<file path="src/rtl/bir_pkg.sv">
// Package for the bridge interrupt router: offsets, bit positions, masks.
// Assumes a 32-bit register port with byte offsets on 12 bits.
package bir_pkg;

  // Register byte offsets
  localparam logic [11:0] OFS_STATUS = 12'h600;
  localparam logic [11:0] OFS_ENABLE_CTL = 12'h604;
  localparam logic [11:0] OFS_ROUTE_DIR = 12'h608;
  localparam logic [11:0] OFS_ENABLE_CTL2 = 12'h60c;

  // Bit positions shared by status, enable and direction
  localparam int BIT_PCI_ERRLOG = 31;
  localparam int BIT_LOCAL_ERRLOG = 30;
  localparam int BIT_MASTER_PARITY = 29;
  localparam int BIT_PCI_CFGSTATUS = 28;
  localparam int BIT_DMA_LOCAL_ERR = 27;
  localparam int BIT_DMA_PCI_ERR = 26;
  localparam int BIT_DMA_RESET = 25;
  localparam int BIT_DMA_DONE = 24;
  localparam int BIT_PCI_IRQ_IN = 23;
  localparam int BIT_PCI_PARITY_ERR = 22;
  localparam int BIT_PCI_SYSTEM_ERR = 21;
  localparam int BIT_LOCAL_IRQ_IN = 20;
  localparam int BIT_MAILBOX_LO = 16;
  localparam int BIT_LOCAL_PARITY_ERR = 15;
  localparam int BIT_POWER_STATE = 14;
  localparam int BIT_OUT_POST_NOT_EMPTY = 13;
  localparam int BIT_IN_POST_NEW_ENTRY = 12;
  localparam int BIT_IN_FREE_EMPTY = 11;
  localparam int BIT_OUT_FREE_EMPTY = 10;
  localparam int BIT_IN_POST_FULL = 9;
  localparam int BIT_OUT_FREE_FULL = 8;
  localparam int BIT_SOFT_IRQ_ZERO = 0;
  localparam int BIT_SOFT_IRQ_ONE = 1;
  localparam int BIT_SOFT_IRQ_TWO = 2;
  localparam int BIT_SOFT_IRQ_THREE = 3;

  // Sticky write-one-to-clear status bits
  localparam logic [31:0] STICKY_MASK = 32'hffffd00f;
  // Live message-queue flags, read-only
  localparam logic [31:0] QUEUE_MASK = 32'h00002f00;
  // Enable bits that software may write
  localparam logic [31:0] ENABLE_WR_MASK = 32'hffffdf00;
  // Soft interrupts carry no enable bit and always route when set
  localparam logic [31:0] ENABLE_ALWAYS = 32'h0000000f;
  // Direction bits that software may write
  localparam logic [31:0] ROUTE_WR_MASK = 32'hff0f8f0f;
  // Direction bits fixed at one (toward the PCI output)
  localparam logic [31:0] ROUTE_FIXED_ONE = 32'h00102000;
  localparam logic [31:0] ENABLE_RESET = 32'h00000000;
  localparam logic [31:0] ROUTE_RESET = 32'h00000000;

  // Interrupt sources from the rest of the bridge
  typedef struct packed {
    logic pci_errlog;
    logic local_errlog;
    logic cfg_master_parity_detected;
    logic pci_cfgstatus;
    logic dma_local_error;
    logic dma_pci_error;
    logic dma_reset;
    logic dma_done;
    logic pci_irq_in;
    logic pci_parity_err;
    logic pci_system_err;
    logic local_irq_in;
    logic [3:0] mailbox;
    logic local_parity_err;
    logic power_state_change;
    logic in_post_new_entry;
    logic out_post_not_empty_flag;
    logic in_free_empty_flag;
    logic out_free_empty_flag;
    logic in_post_full_flag;
    logic out_free_full_flag;
    logic out_post_irq_mask;
  } bir_src_type;

  // Register port request
  typedef struct packed {
    logic wr;
    logic rd;
    logic [11:0] addr;
    logic [31:0] wdata;
  } bir_req_type;

endpackage

</file>
<file path="src/rtl/bir_status_cell.sv">
// One sticky interrupt status bit: hardware set, write-one clear.
// Assumes set and clear are synchronous to ref_clk.
`timescale 1ns/1ps
module bir_status_cell (
  input wire logic ref_clk,
  input wire logic rst,
  input wire logic set,
  input wire logic clr,
  output logic status
);
  // Set beats clear so an event in the clearing cycle is kept
  always_ff @(posedge ref_clk or posedge rst) begin
    if (rst) begin
      status <= 1'b0;
    end else if (set) begin
      status <= 1'b1;
    end else if (clr) begin
      status <= 1'b0;
    end
  end
endmodule // bir_status_cell

</file>
<file path="src/rtl/bir_router.sv">
// Interrupt router of the bridge: status, enable, direction and routing.
// Assumes sources and register port are synchronous to ref_clk.
//
// Contract
// Status bit sets when its condition asserts
// Status stays set until one written
// Clearing status leaves source's own bit
// Handler clears source bit separately
// Parity status follows enabled config bit
// Queue flags set regardless of enables
// New-entry status needs enable and post
// Enable register at 604, resets 0
// Out-post enable copies external mask field; code uses its inverse
// Soft irq 0/1 written ones set status
// Direction register at 608, 0 local
// Some directions fixed zero, local bus
// Local irq, out-post directions fixed one
// PCI irq input passes to local
// Local irq input passes to PCI
// Parity errors interrupt local bus
// System error interrupts local bus
// Queue conditions interrupt when enabled
// Routing requires enable bit set; soft irq bits 3:0 have none and route whenever set
// Soft irq 2/3 from second register
// Outputs are levels of pending sources
`timescale 1ns/1ps
module bir_router (
  input wire logic ref_clk,
  input wire logic rst,
  input wire bir_pkg::bir_src_type src,
  input wire bir_pkg::bir_req_type req,
  output logic [31:0] rdata,
  output logic rack,
  output logic local_irq_out,
  output logic pci_irq_out
);
  import bir_pkg::*;

  logic [31:0] enable_reg;
  logic [31:0] route_reg;
  logic [31:0] enable_eff;
  logic [31:0] route_eff;
  logic [31:0] sticky;
  logic [31:0] status;
  logic [31:0] trig;
  logic [31:0] clr;
  logic [31:0] pending;
  logic [31:0] next_rdata;
  logic wr_status;
  logic wr_enable;
  logic wr_route;
  logic wr_enable2;
  logic soft_zero;
  logic soft_one;
  logic soft_two;
  logic soft_three;

  // Address decode of the write strobe
  always_comb begin
    wr_status = 1'b0;
    wr_enable = 1'b0;
    wr_route = 1'b0;
    wr_enable2 = 1'b0;
    if (req.wr && req.addr == OFS_STATUS) begin
      wr_status = 1'b1;
    end else if (req.wr && req.addr == OFS_ENABLE_CTL) begin
      wr_enable = 1'b1;
    end else if (req.wr && req.addr == OFS_ROUTE_DIR) begin
      wr_route = 1'b1;
    end else if (req.wr && req.addr == OFS_ENABLE_CTL2) begin
      wr_enable2 = 1'b1;
    end
  end

  // Soft interrupt triggers are strobes only, never stored
  assign soft_zero = wr_enable & req.wdata[BIT_SOFT_IRQ_ZERO];
  assign soft_one = wr_enable & req.wdata[BIT_SOFT_IRQ_ONE];
  assign soft_two = wr_enable2 & req.wdata[BIT_SOFT_IRQ_TWO];
  assign soft_three = wr_enable2 & req.wdata[BIT_SOFT_IRQ_THREE];

  // Enable register; read-only and trigger bits are never stored
  always_ff @(posedge ref_clk or posedge rst) begin
    if (rst) begin
      enable_reg <= ENABLE_RESET;
    end else if (wr_enable) begin
      enable_reg <= req.wdata & ENABLE_WR_MASK;
    end
  end

  // Effective enables: out-post enable is the inverse of its mask
  always_comb begin
    enable_eff = (enable_reg & ENABLE_WR_MASK) | ENABLE_ALWAYS;
    enable_eff[BIT_OUT_POST_NOT_EMPTY] = ~src.out_post_irq_mask;
  end

  // Direction register with fixed bits forced on read and use
  always_ff @(posedge ref_clk or posedge rst) begin
    if (rst) begin
      route_reg <= ROUTE_RESET;
    end else if (wr_route) begin
      route_reg <= req.wdata & ROUTE_WR_MASK;
    end
  end

  // Fixed-zero bits drop out of the mask, fixed-one bits are ORed in
  assign route_eff = (route_reg & ROUTE_WR_MASK) | ROUTE_FIXED_ONE;

  // Trigger vector: level sources keep setting while asserted
  always_comb begin
    trig = 32'h00000000;
    trig[BIT_PCI_ERRLOG] = src.pci_errlog;
    trig[BIT_LOCAL_ERRLOG] = src.local_errlog;
    // Level: status re-sets until the config bit is cleared too
    trig[BIT_MASTER_PARITY] = src.cfg_master_parity_detected
      & enable_reg[BIT_MASTER_PARITY];
    trig[BIT_PCI_CFGSTATUS] = src.pci_cfgstatus;
    trig[BIT_DMA_LOCAL_ERR] = src.dma_local_error;
    trig[BIT_DMA_PCI_ERR] = src.dma_pci_error;
    trig[BIT_DMA_RESET] = src.dma_reset;
    trig[BIT_DMA_DONE] = src.dma_done;
    trig[BIT_PCI_IRQ_IN] = src.pci_irq_in;
    trig[BIT_PCI_PARITY_ERR] = src.pci_parity_err;
    trig[BIT_PCI_SYSTEM_ERR] = src.pci_system_err;
    trig[BIT_LOCAL_IRQ_IN] = src.local_irq_in;
    trig[BIT_MAILBOX_LO +: 4] = src.mailbox;
    trig[BIT_LOCAL_PARITY_ERR] = src.local_parity_err;
    trig[BIT_POWER_STATE] = src.power_state_change;
    trig[BIT_IN_POST_NEW_ENTRY] = src.in_post_new_entry
      & enable_reg[BIT_IN_POST_NEW_ENTRY];
    trig[BIT_SOFT_IRQ_ZERO] = soft_zero;
    trig[BIT_SOFT_IRQ_ONE] = soft_one;
    trig[BIT_SOFT_IRQ_TWO] = soft_two;
    trig[BIT_SOFT_IRQ_THREE] = soft_three;
  end

  // Write-one-to-clear strobes; only this register is touched
  assign clr = wr_status ? (req.wdata & STICKY_MASK) : 32'h00000000;

  // One sticky cell per status bit; other positions stay zero
  genvar gi;
  generate
    for (gi = 0; gi < 32; gi++) begin : g_cell
      if (STICKY_MASK[gi]) begin : g_sticky
        bir_status_cell u_cell (
          .ref_clk(ref_clk),
          .rst(rst),
          .set(trig[gi]),
          .clr(clr[gi]),
          .status(sticky[gi])
        );
      end else begin : g_none
        assign sticky[gi] = 1'b0;
      end
    end
  endgenerate

  // Queue flags mirror the list state whatever the enables say
  always_comb begin
    status = sticky;
    status[BIT_OUT_POST_NOT_EMPTY] = src.out_post_not_empty_flag;
    status[BIT_IN_FREE_EMPTY] = src.in_free_empty_flag;
    status[BIT_OUT_FREE_EMPTY] = src.out_free_empty_flag;
    status[BIT_IN_POST_FULL] = src.in_post_full_flag;
    status[BIT_OUT_FREE_FULL] = src.out_free_full_flag;
  end

  // Only enabled status bits take part in routing
  assign pending = status & enable_eff;

  // Registered level outputs; one cycle behind the status
  always_ff @(posedge ref_clk or posedge rst) begin
    if (rst) begin
      local_irq_out <= 1'b0;
      pci_irq_out <= 1'b0;
    end else begin
      local_irq_out <= |(pending & ~route_eff);
      pci_irq_out <= |(pending & route_eff);
    end
  end

  // Read mux; soft trigger bits and unmapped space read zero
  always_comb begin
    next_rdata = 32'h00000000;
    if (req.addr == OFS_STATUS) begin
      next_rdata = status;
    end else if (req.addr == OFS_ENABLE_CTL) begin
      next_rdata = enable_eff & ~ENABLE_ALWAYS;
    end else if (req.addr == OFS_ROUTE_DIR) begin
      next_rdata = route_eff;
    end
  end

  // Read data held until the next read; ack is a one-cycle pulse
  always_ff @(posedge ref_clk or posedge rst) begin
    if (rst) begin
      rdata <= 32'h00000000;
      rack <= 1'b0;
    end else begin
      rack <= req.rd | req.wr;
      if (req.rd) begin
        rdata <= next_rdata;
      end
    end
  end

endmodule // bir_router

</file>
<file path="config.mk">
export PLATFORM = sky130hd
export DESIGN_NAME = bir_router
export DESIGN_NICKNAME = d
export VERILOG_FILES = /design/src/rtl/bir_pkg.sv /design/src/rtl/bir_status_cell.sv /design/src/rtl/bir_router.sv
export SDC_FILE = /design/constraint.sdc
export NUM_CORES = 1
export LEC_CHECK = 0
export BUFFER_PORTS_ARGS = -buffer_cell sky130_fd_sc_hd__buf_2
export CORE_UTILIZATION = 40
export CTS_CLUSTER_DIAMETER = 100
export DETAILED_ROUTE_END_ITERATION = 10
export SLEW_MARGIN = 20
export SYNTH_ARGS = -nofsm -noshare
export SYNTH_HDL_FRONTEND = slang
export SYNTH_SLANG_ARGS = --single-unit
export TNS_END_PERCENT = 50
</file>
<file path="constraint.sdc">
create_clock -name ref_clk -period 3.9 [get_ports ref_clk]
set_input_delay 0.39 -clock ref_clk [delete_from_list [all_inputs] [get_ports ref_clk]]
set_output_delay 0.39 -clock ref_clk [all_outputs]
set_load 0.02 [all_outputs]
</file>
==> out/summary.txt, run 1 <==
status -> finished, final reports clean
Worst EP required -> 4120 ps
DP HPWL -> 8.21 mm
switching power -> 0.506 mW
Port Buffers -> 98
number of routed nets with antenna violations -> 0
top-area cell type share of the netlist area -> 0.526
Core Box Area -> 11400 µm²
register share of total power -> 0.515
Clock Tree Buf Depth -> 2
slew of the pin with the lowest slew margin -> 941 ps
slowest CP cell -> or4_1
Int Pwr -> 1.52 mW
slew margin rel. -> 0.373
first-pass GRT wire length -> 18.7 mm
Synth area leaders -> dfrtp_1 (53%), mux2_2 (7.2%), nand2_1 (4.3%)
part of the Yosys area used for sequential elements -> 0.526
vias in the first global route -> 3488
Largest register FFs -> 28
Setup WS post-layout -> 1600 ps
Reg area -> 2450 µm²
switch share -> 0.249
top cells by count, synth -> dfrtp_1 (98), nand2_1 (54), nand3_1 (36)
final setup vio count -> 0
Mean Syn Cell Area -> 10.8 µm²
Worst-path clk slew -> 70 ps
# IOs -> 108
#FFs+latches synth -> 98
CP arrival -> 2530 ps
Lkg Pwr -> 2.46 nW
post_cts resized -> 0
final worst-path cycle share -> 0.590
VDD IR max -> 215 µV
vias -> 3680
chip height -> 110 µm
fin nets -> 597
final wirelength -> 12.0 mm
multi-input logic area -> 2020 µm²
post-CTS setup buffer count -> 0
Die X -> 110 µm
Post-Synthesis Cell Area -> 4660 µm²
Netlist cell types -> 41
crit path launch type -> input port
final setup TNS -> 0 ps
root buffer cell -> clkbuf_16
Remaining Overflow, GRT -> 0
CP max FO -> 15
ys flop type -> dfrtp_1
Max Cap Viol -> 0
TritonCTS clock tree -> built
pwr/cell area -> 367 nW/µm²
Place WS -> 1230 ps
class of the worst hold path -> input port to flip-flop
largest net degree at the start of global routing -> 78
Initial Util -> 0.410
Final Hold Vio Count -> 0
unrepaired setup endpoints after global routing -> false
FMAX -> 434 MHz
Final Total Pwr -> 2.03 mW
Clk pwr share -> 0.410
Post-Synthesis Cells -> 432
clk_skew -> 6.16 ps
Final GP Congestion -> 0.774
minimum clock period -> 2300 ps
hold_ws -> 222 ps
clock latency on the worst-skew pair -> 340 ps
top cell family by delay on the critical path -> simple AND/OR/NAND/NOR gates
Area Growth Syn to Fin -> 18.6%
DR iter-0 viols -> 214
DR vias/cell -> 5.48
GR Util All Layers -> 0.210
EDFF count, synth -> 0
Layout fillers -> 1069
most frequent cell after synthesis -> dfrtp_1
CP cell instances -> buf_2 > or4_1 > nor4_4 > buf_4 > nand2_1 > a22o_1
Post-synth ARST share -> 1.00
antenna violations before repair -> 0
crit path capture type -> flip-flop
WL per Instance -> 17.8 µm
Buf/Inv on CP -> 2
diodes inserted -> 0
Slew Viols, Final -> 0
cts bufs inserted -> 9
share of layout cells above drive strength 1 -> 0.319
CTS Sinks -> 98
row count -> 39
Largest stage delay, worst path -> 730 ps
H-Tree Depth -> 3
DRT Pass-1 Iters -> 5
CTS hold repair buffers -> 0
die area -> 12100 µm²
Comb pwr share -> 0.075
Yosys warnings -> 0
most area-hungry cell type in the Yosys netlist -> dfrtp_1
Setup Crit Path Kind -> input port to flip-flop
Remaining DRCs -> 0
[placed cells by master (no fill, tap or decap), types with 6 or more instances in the layout]
cell,n
o22ai_1,23
nand3_1,36
buf_2,98
a22o_1,7
clkbuf_16,9
mux2_1,8
dfrtp_1,98
nand3b_1,6
nand2b_1,23
a21o_1,17
o21ai_0,24
a31oi_1,18
nand2_1,54
buf_4,8
mux2_2,30
inv_1,12
mux2_4,10
[cells by family after synthesis]
family | share of synthesized area
other | 0.000804
AND/OR/NAND/NOR | 0.170
flip-flops | 0.526
AO/OA/AOI/OAI | 0.136
buffers and inverters | 0.0435
multiplexers | 0.124
[worst paths after layout]
kind | startpoint | cells past startpoint | slack, ps | end
max in group asynchronous | rst | 3 | 2800 | enable_reg[14]$_DFFE_PP0P_
min reg2reg | rdata[12]$_DFFE_PP0P_ | 2 | 480 | rdata[12]$_DFFE_PP0P_
max reg2reg | enable_reg[26]$_DFFE_PP0P_ | 4 | 2480 | local_irq_out$_DFF_PP0_
max | req[37] | 6 | 1600 | g_cell[12].g_sticky.u_cell.status$_DFFE_PP0P_
min in group asynchronous | rst | 2 | 280 | g_cell[31].g_sticky.u_cell.status$_DFFE_PP0P_
min | src[17] | 2 | 220 | g_cell[24].g_sticky.u_cell.status$_DFFE_PP0P_
[per-stage QoR]
| stage | cell area, µm² | instances | utilization |
|---|---|---|---|
| floorplan | 4670 | 435 | - |
| global placement | 5250 | 656 | 0.462 |
| detailed placement | 5250 | 656 | 0.462 |
| CTS | 5530 | 672 | 0.486 |
| global route | 5530 | 672 | 0.486 |
| finish | 5530 | 672 | 0.486 |
[per-layer routing]
layer | global-route usage | wire length [µm] | vias to the layer above
li1 | - | - | 1745
met2 | 0.338 | 5880 | 110
met1 | 0.288 | 5240 | 1811
met4 | 0.0771 | 178 | 0
met3 | 0.0317 | 670 | 14
met5 | 0 | 0 | -
[area by class of cell]
type | count | share of cell area
Sequential cell | 98 | 0.443
Clock inverter | 7 | 0.00950
Timing Repair Buffer | 106 | 0.0995
Multi-Input combinational cell | 296 | 0.365
Clock buffer | 9 | 0.0407
Inverter | 13 | 0.00928
Tap cell | 143 | 0.0324
[power by group through the flow]
stage	Clock (mW)	Combinational, mW	Sequential [mW]
2_1_floorplan	0	0.0654	1.08
3_3_place_gp	0	0.153	1.06
3_5_place_dp	0	0.156	1.06
4_1_cts	0.852	0.156	1.04
5_1_grt	0.893	0.170	1.05
6_report	0.833	0.153	1.04
Power figures use the tool's default switching activity.
==> run 2: changes to the inputs <==
- ABC_AREA: unset -> 1
- clock period: 3.9 -> 1.9 ns (I/O delays scaled with it)
==> run 2 against run 1 <==
  * Clock skew fell by 2.2 ps
  * Area after synthesis rose by 8.1%
  * Non-clock buffer count rose by 9
  * Critical path type unchanged
  * Largest power group unchanged
  * Core utilization rose by 0.95 points
  * Sequential share of layout area fell by 3.7 points
  * Flip-flop and latch count did not move
  * Cell area rose by 9.0%
  * First-iteration DRC count rose by 12%
  * Setup slack got worse by 1000 ps
  * Combinational power rose by 69%
==> out/summary.txt, run 2 <==
status -> finished, final reports clean
crit path capture type -> flip-flop
DP HPWL -> 9.86 mm
most area-hungry cell type in the Yosys netlist -> dfrtp_1
slew of the pin with the lowest slew margin -> 747 ps
ys flop type -> dfrtp_1
Port Buffers -> 98
EDFF count, synth -> 0
Setup Crit Path Kind -> input port to flip-flop
pwr/cell area -> 705 nW/µm²
DRT Pass-1 Iters -> 5
multi-input logic area -> 2130 µm²
Slew Viols, Final -> 0
DR iter-0 viols -> 239
CP cell instances -> buf_2 > nor2_1 > nand2_2 > nor2_4 > nand2_1 > o21ai_0 > nand2_1 > nand2_1
row count -> 40
final setup TNS -> 0 ps
Worst-path clk slew -> 60 ps
Clock Tree Buf Depth -> 2
Placed Area -> 5720 µm²
final wirelength -> 13.6 mm
chip height -> 114 µm
vias in the first global route -> 4381
#FFs+latches synth -> 98
CTS Sinks -> 98
clk_skew -> 3.96 ps
clock latency on the worst-skew pair -> 350 ps
class of the worst hold path -> input port to flip-flop
H-Tree Depth -> 3
DR vias/cell -> 4.89
Most Frequent Cell on Critical Path -> nand2_1
part of the Yosys area used for sequential elements -> 0.486
Synth area leaders -> dfrtp_1 (49%), nand2_1 (20%), nand3_1 (10%)
Post-Synthesis Cells -> 681
Max Cap Viol -> 0
root buffer cell -> clkbuf_16
WL per Instance -> 14.3 µm
vias -> 4637
final setup vio count -> 0
crit path launch type -> input port
antenna violations before repair -> 0
VDD IR max -> 350 µV
post_cts resized -> 0
Netlist cell types -> 23
GR Util All Layers -> 0.223
Post-Layout Inst Area -> 6030 µm²
diodes inserted -> 0
post-CTS setup buffer count -> 0
largest net degree at the start of global routing -> 43
Post-Synthesis Cell Area -> 5040 µm²
minimum clock period -> 1300 ps
unrepaired setup endpoints after global routing -> false
slew margin rel. -> 0.501
die area -> 13100 µm²
Lkg Pwr -> 3.34 nW
most frequent cell after synthesis -> nand2_1
fin nets -> 850
Worst EP required -> 2190 ps
Remaining DRCs -> 0
first-pass GRT wire length -> 22.2 mm
Die X -> 114 µm
Largest register FFs -> 28
Largest stage delay, worst path -> 330 ps
Initial Util -> 0.415
top-area cell type share of the netlist area -> 0.486
Area Growth Syn to Fin -> 19.6%
share of layout cells above drive strength 1 -> 0.183
Remaining Overflow, GRT -> 0
CP arrival -> 1590 ps
# IOs -> 108
Post-synth ARST share -> 1.00
final worst-path cycle share -> 0.684
FMAX -> 769 MHz
slowest CP cell -> nor2_4
most common cell after layout, fill and taps aside -> nand2_1
Yosys warnings -> 0
Core Box Area -> 12200 µm²
Buf/Inv on CP -> 1
cts bufs inserted -> 9
Layout fillers -> 1252
Final GP Congestion -> 0.831
commonest non-fill, non-tap cells in the layout -> nand2_1 (264), nand3_1 (104), dfrtp_1 (98), buf_2 (98), inv_1 (67)
TritonCTS clock tree -> built
top cells by count, synth -> nand2_1 (264), nand3_1 (104), dfrtp_1 (98)
Final Hold Vio Count -> 0
number of routed nets with antenna violations -> 0
Reg area -> 2450 µm²
top cell family by delay on the critical path -> simple AND/OR/NAND/NOR gates
Mean Syn Cell Area -> 7.40 µm²
CP max FO -> 11
## run 2: routing by layer
layer	wire length, µm	track usage	vias up
li1	-	-	2345
met5	0	0	-
met3	558	0.0302	17
met1	6380	0.310	2160
met4	242	0.0814	0
met2	6420	0.358	115
## run 2: worst reg2reg max path, delay by kind of cell, from the launching register on
kind | cells | cell delay, ps
AND/OR/NAND/NOR | 5 | 540
AO/OA/AOI/OAI | 1 | 90
flip-flops | 1 | 430
## run 2: worst paths after layout
| kind | from | to | slack (ps) | depth (start not counted) |
|---|---|---|---|---|
| worst max-delay path | req[39] | rdata[2]$_DFFE_PP0P_ | 600 | 8 |
| worst min register to register | g_cell[14].g_sticky.u_cell.status$_DFFE_PP0P_ | g_cell[14].g_sticky.u_cell.status$_DFFE_PP0P_ | 470 | 2 |
| max in group asynchronous | rst | route_reg[17]$_DFFE_PP0P_ | 810 | 4 |
| worst min-delay path | src[19] | g_cell[26].g_sticky.u_cell.status$_DFFE_PP0P_ | 20 | 3 |
| min in group asynchronous | rst | g_cell[3].g_sticky.u_cell.status$_DFFE_PP0P_ | 480 | 3 |
| worst max register to register | enable_reg[29]$_DFFE_PP0P_ | local_irq_out$_DFF_PP0_ | 740 | 6 |
## run 2: logic make-up (layout without fill, tap and decap cells)
group,Yosys count,in the layout,synth area share
AND/OR/NAND/NOR,414,414,0.352
buffers and inverters,103,200,0.0943
other,1,4,0.000744
AO/OA/AOI/OAI,65,65,0.0667
flip-flops,98,98,0.486
## run 2: metrics by stage
stage          hold slack (ps)  total power [mW]  std cells  worst slack, ps   util
2_1_floorplan              288              2.27        684              548      -
3_3_place_gp               300              2.40        933              281  0.470
3_5_place_dp               301              2.41        933              235  0.470
4_1_cts                   12.8              4.29        949              597  0.496
5_1_grt                   17.6              4.40        949              460  0.496
6_report                  18.7              4.25        949              600  0.496
## run 2: report_power, final
part,switching (mW),total [mW],internal [mW]
clock,0.766,1.89,1.12
combinational,0.172,0.259,0.0876
sequential,0.00807,2.10,2.10
## run 2: cell type report
type / instances / share of cell area
clock buffers: 13 / 0.0448
clock inverters: 2 / 0.00581
inverters: 70 / 0.0442
multi-input cells: 483 / 0.352
flip-flops and latches: 98 / 0.407
well taps: 168 / 0.0349
repair buffers: 115 / 0.111
## run 2: what timing repair did
action	in CTS	in global routing
endpoints found under the setup margin	0	0
endpoints found under the hold margin	24	0
hold buffers	1	0
==> run 3: changes to the inputs <==
- clock period: 1.9 -> 1.2 ns (I/O delays scaled with it)
==> run 3 against run 2 <==
  * Register-to-register slack worse by 710 ps
  * Die area stayed put
  * Sequential share of layout area is 3.5 points lower
  * Combinational power is 94% higher
  * Clock power is 53% higher
  * First-iteration DRC count is 28% higher
==> out/summary.txt, run 3 (synthesis gave the netlist of run 2 again) <==
first-pass GRT wire length -> 22.6 mm
commonest non-fill, non-tap cells in the layout -> nand2_1 (264), nand3_1 (104), buf_2 (98)
RR Endpoint -> pci_irq_out$_DFF_PP0_
Largest register FFs -> 28
share of layout cells above drive strength 1 -> 0.208
fin nets -> 900
DRT Pass-1 Iters -> 5
FF-to-FF Start -> g_cell[18].g_sticky.u_cell.status$_DFFE_PP0P_
Post-Layout Inst Area -> 6600 µm²
Max Cap Viol -> 0
clock latency on the worst-skew pair -> 340 ps
switch share -> 0.226
most common cell after layout, fill and taps aside -> nand2_1
GR Util All Layers -> 0.227
vias in the first global route -> 4502
class of the worst hold path -> input port to flip-flop
Core Box Area -> 12200 µm²
largest net degree at the start of global routing -> 43
Final Hold Vio Count -> 0
row count -> 40
register share of total power -> 0.495
Worst EP required -> 1390 ps
die area -> 13100 µm²
Place WS -> -255 ps
unrepaired setup endpoints after global routing -> false
clk_skew -> 6.53 ps
Setup WS post-layout -> 29.9 ps
# IOs -> 108
status -> finished, final reports clean
Initial Util -> 0.415
final worst-path cycle share -> 0.975
hold_ws -> 7.43 ps
HP Start -> req[20]
DP HPWL -> 10.2 mm
CTS Sinks -> 98
Int Pwr -> 5.21 mW
Hold Path End -> enable_reg[20]$_DFFE_PP0P_
Worst-path clk slew -> 70 ps
VDD IR max -> 694 µV
number of routed nets with antenna violations -> 0
cts bufs inserted -> 9
Placed Area -> 6000 µm²
WL per Instance -> 14.0 µm
CP arrival -> 1360 ps
vias -> 4790
crit path launch type -> flip-flop
final setup vio count -> 0
CP cell instances -> nand3_1 > nand3_1 > nor3_2 > nand4_1
FMAX -> 855 MHz
pwr/cell area -> 1020 nW/µm²
switching power -> 1.52 mW
slew of the pin with the lowest slew margin -> 509 ps
Lkg Pwr -> 3.59 nW
H-Tree Depth -> 3
diodes inserted -> 0
root buffer cell -> clkbuf_16
DR iter-0 viols -> 306
Clock Tree Buf Depth -> 2
antenna violations before repair -> 0
Area Growth Syn to Fin -> 30.8%
Final GP Congestion -> 0.830
Clk pwr share -> 0.430
Port Buffers -> 98
hold depth -> 3
Die X -> 114 µm
Remaining Overflow, GRT -> 0
slowest CP cell -> dfrtp_1
slew margin rel. -> 0.658
Remaining DRCs -> 0
final wirelength -> 14.0 mm
DR vias/cell -> 4.79
Setup Crit Path Kind -> flip-flop to flip-flop
Slew Viols, Final -> 0
minimum clock period -> 1170 ps
Comb pwr share -> 0.075
Most Frequent Cell on Critical Path -> nand3_1
crit path capture type -> flip-flop
r2r setup slk -> 30 ps
CP max FO -> 2
TritonCTS clock tree -> built
worst r2r path cells -> 4
Largest stage delay, worst path -> 390 ps
chip height -> 114 µm
## run 3: final cells by class
| cell class | instances | area, µm² |
|---|---|---|
| clock buffers | 12 | 246 |
| repair buffers | 165 | 1230 |
| inverters | 70 | 267 |
| fillers | 1226 | 5560 |
| clock inverters | 4 | 51.3 |
| multi-input cells | 483 | 2130 |
| flip-flops and latches | 98 | 2450 |
| well taps | 168 | 210 |
## run 3: power by group through the flow
stage / Sequential (mW) / Combinational [mW] / Clock, mW
detailed placement: 3.39 / 0.446 / 0
global route: 3.33 / 0.562 / 3.11
CTS: 3.33 / 0.510 / 2.97
floorplan: 3.39 / 0.198 / 0
finish: 3.33 / 0.503 / 2.89
global placement: 3.39 / 0.439 / 0
## run 3: worst max-delay path, delay by kind of cell (launching register included)
kind	cells	cell delay (ps)
and+or+nand+nor	4	630
DFF	1	390
## run 3: how the worst max path moves through the flow
| stage | start | end | depth (start not counted) |
|---|---|---|---|
| floorplan | rst | enable_reg[10]$_DFFE_PP0P_ | 1 |
| global placement | req[39] | enable_reg[14]$_DFFE_PP0P_ | 8 |
| detailed placement | req[37] | enable_reg[21]$_DFFE_PP0P_ | 8 |
| CTS | g_cell[18].g_sticky.u_cell.status$_DFFE_PP0P_ | local_irq_out$_DFF_PP0_ | 7 |
| global route | g_cell[18].g_sticky.u_cell.status$_DFFE_PP0P_ | local_irq_out$_DFF_PP0_ | 7 |
| finish | g_cell[18].g_sticky.u_cell.status$_DFFE_PP0P_ | pci_irq_out$_DFF_PP0_ | 4 |
## run 3: what timing repair did
action | 4_1_cts | 5_1_grt
gates resized for setup | 2 | 5
setup endpoints to repair | 1 | 1
endpoints found under the hold margin | 32 | 0
hold buffers | 25 | 0
setup buffers | 0 | 5
pin swaps | 2 | 4
## run 3: layer usage
metal | share of wire | wire, µm | vias to the layer above | track usage
li1 | - | - | 2444 | -
met1 | 0.48 | 6720 | 2210 | 0.321
met2 | 0.46 | 6440 | 125 | 0.361
met3 | 0.048 | 669 | 11 | 0.0355
met4 | 0.012 | 169 | 0 | 0.0632
met5 | 0 | 0 | - | 0
## run 3: through the flow
stage / setup TNS (ps) / power [mW] / cells / util
2_1_floorplan: -8000 / 3.59 / 684 / -
4_1_cts: 0 / 6.80 / 995 / 0.539
3_5_place_dp: -7160 / 3.84 / 954 / 0.493
6_report: 0 / 6.72 / 1000 / 0.542
3_3_place_gp: -5080 / 3.83 / 954 / 0.493
5_1_grt: 0 / 7.00 / 1000 / 0.542
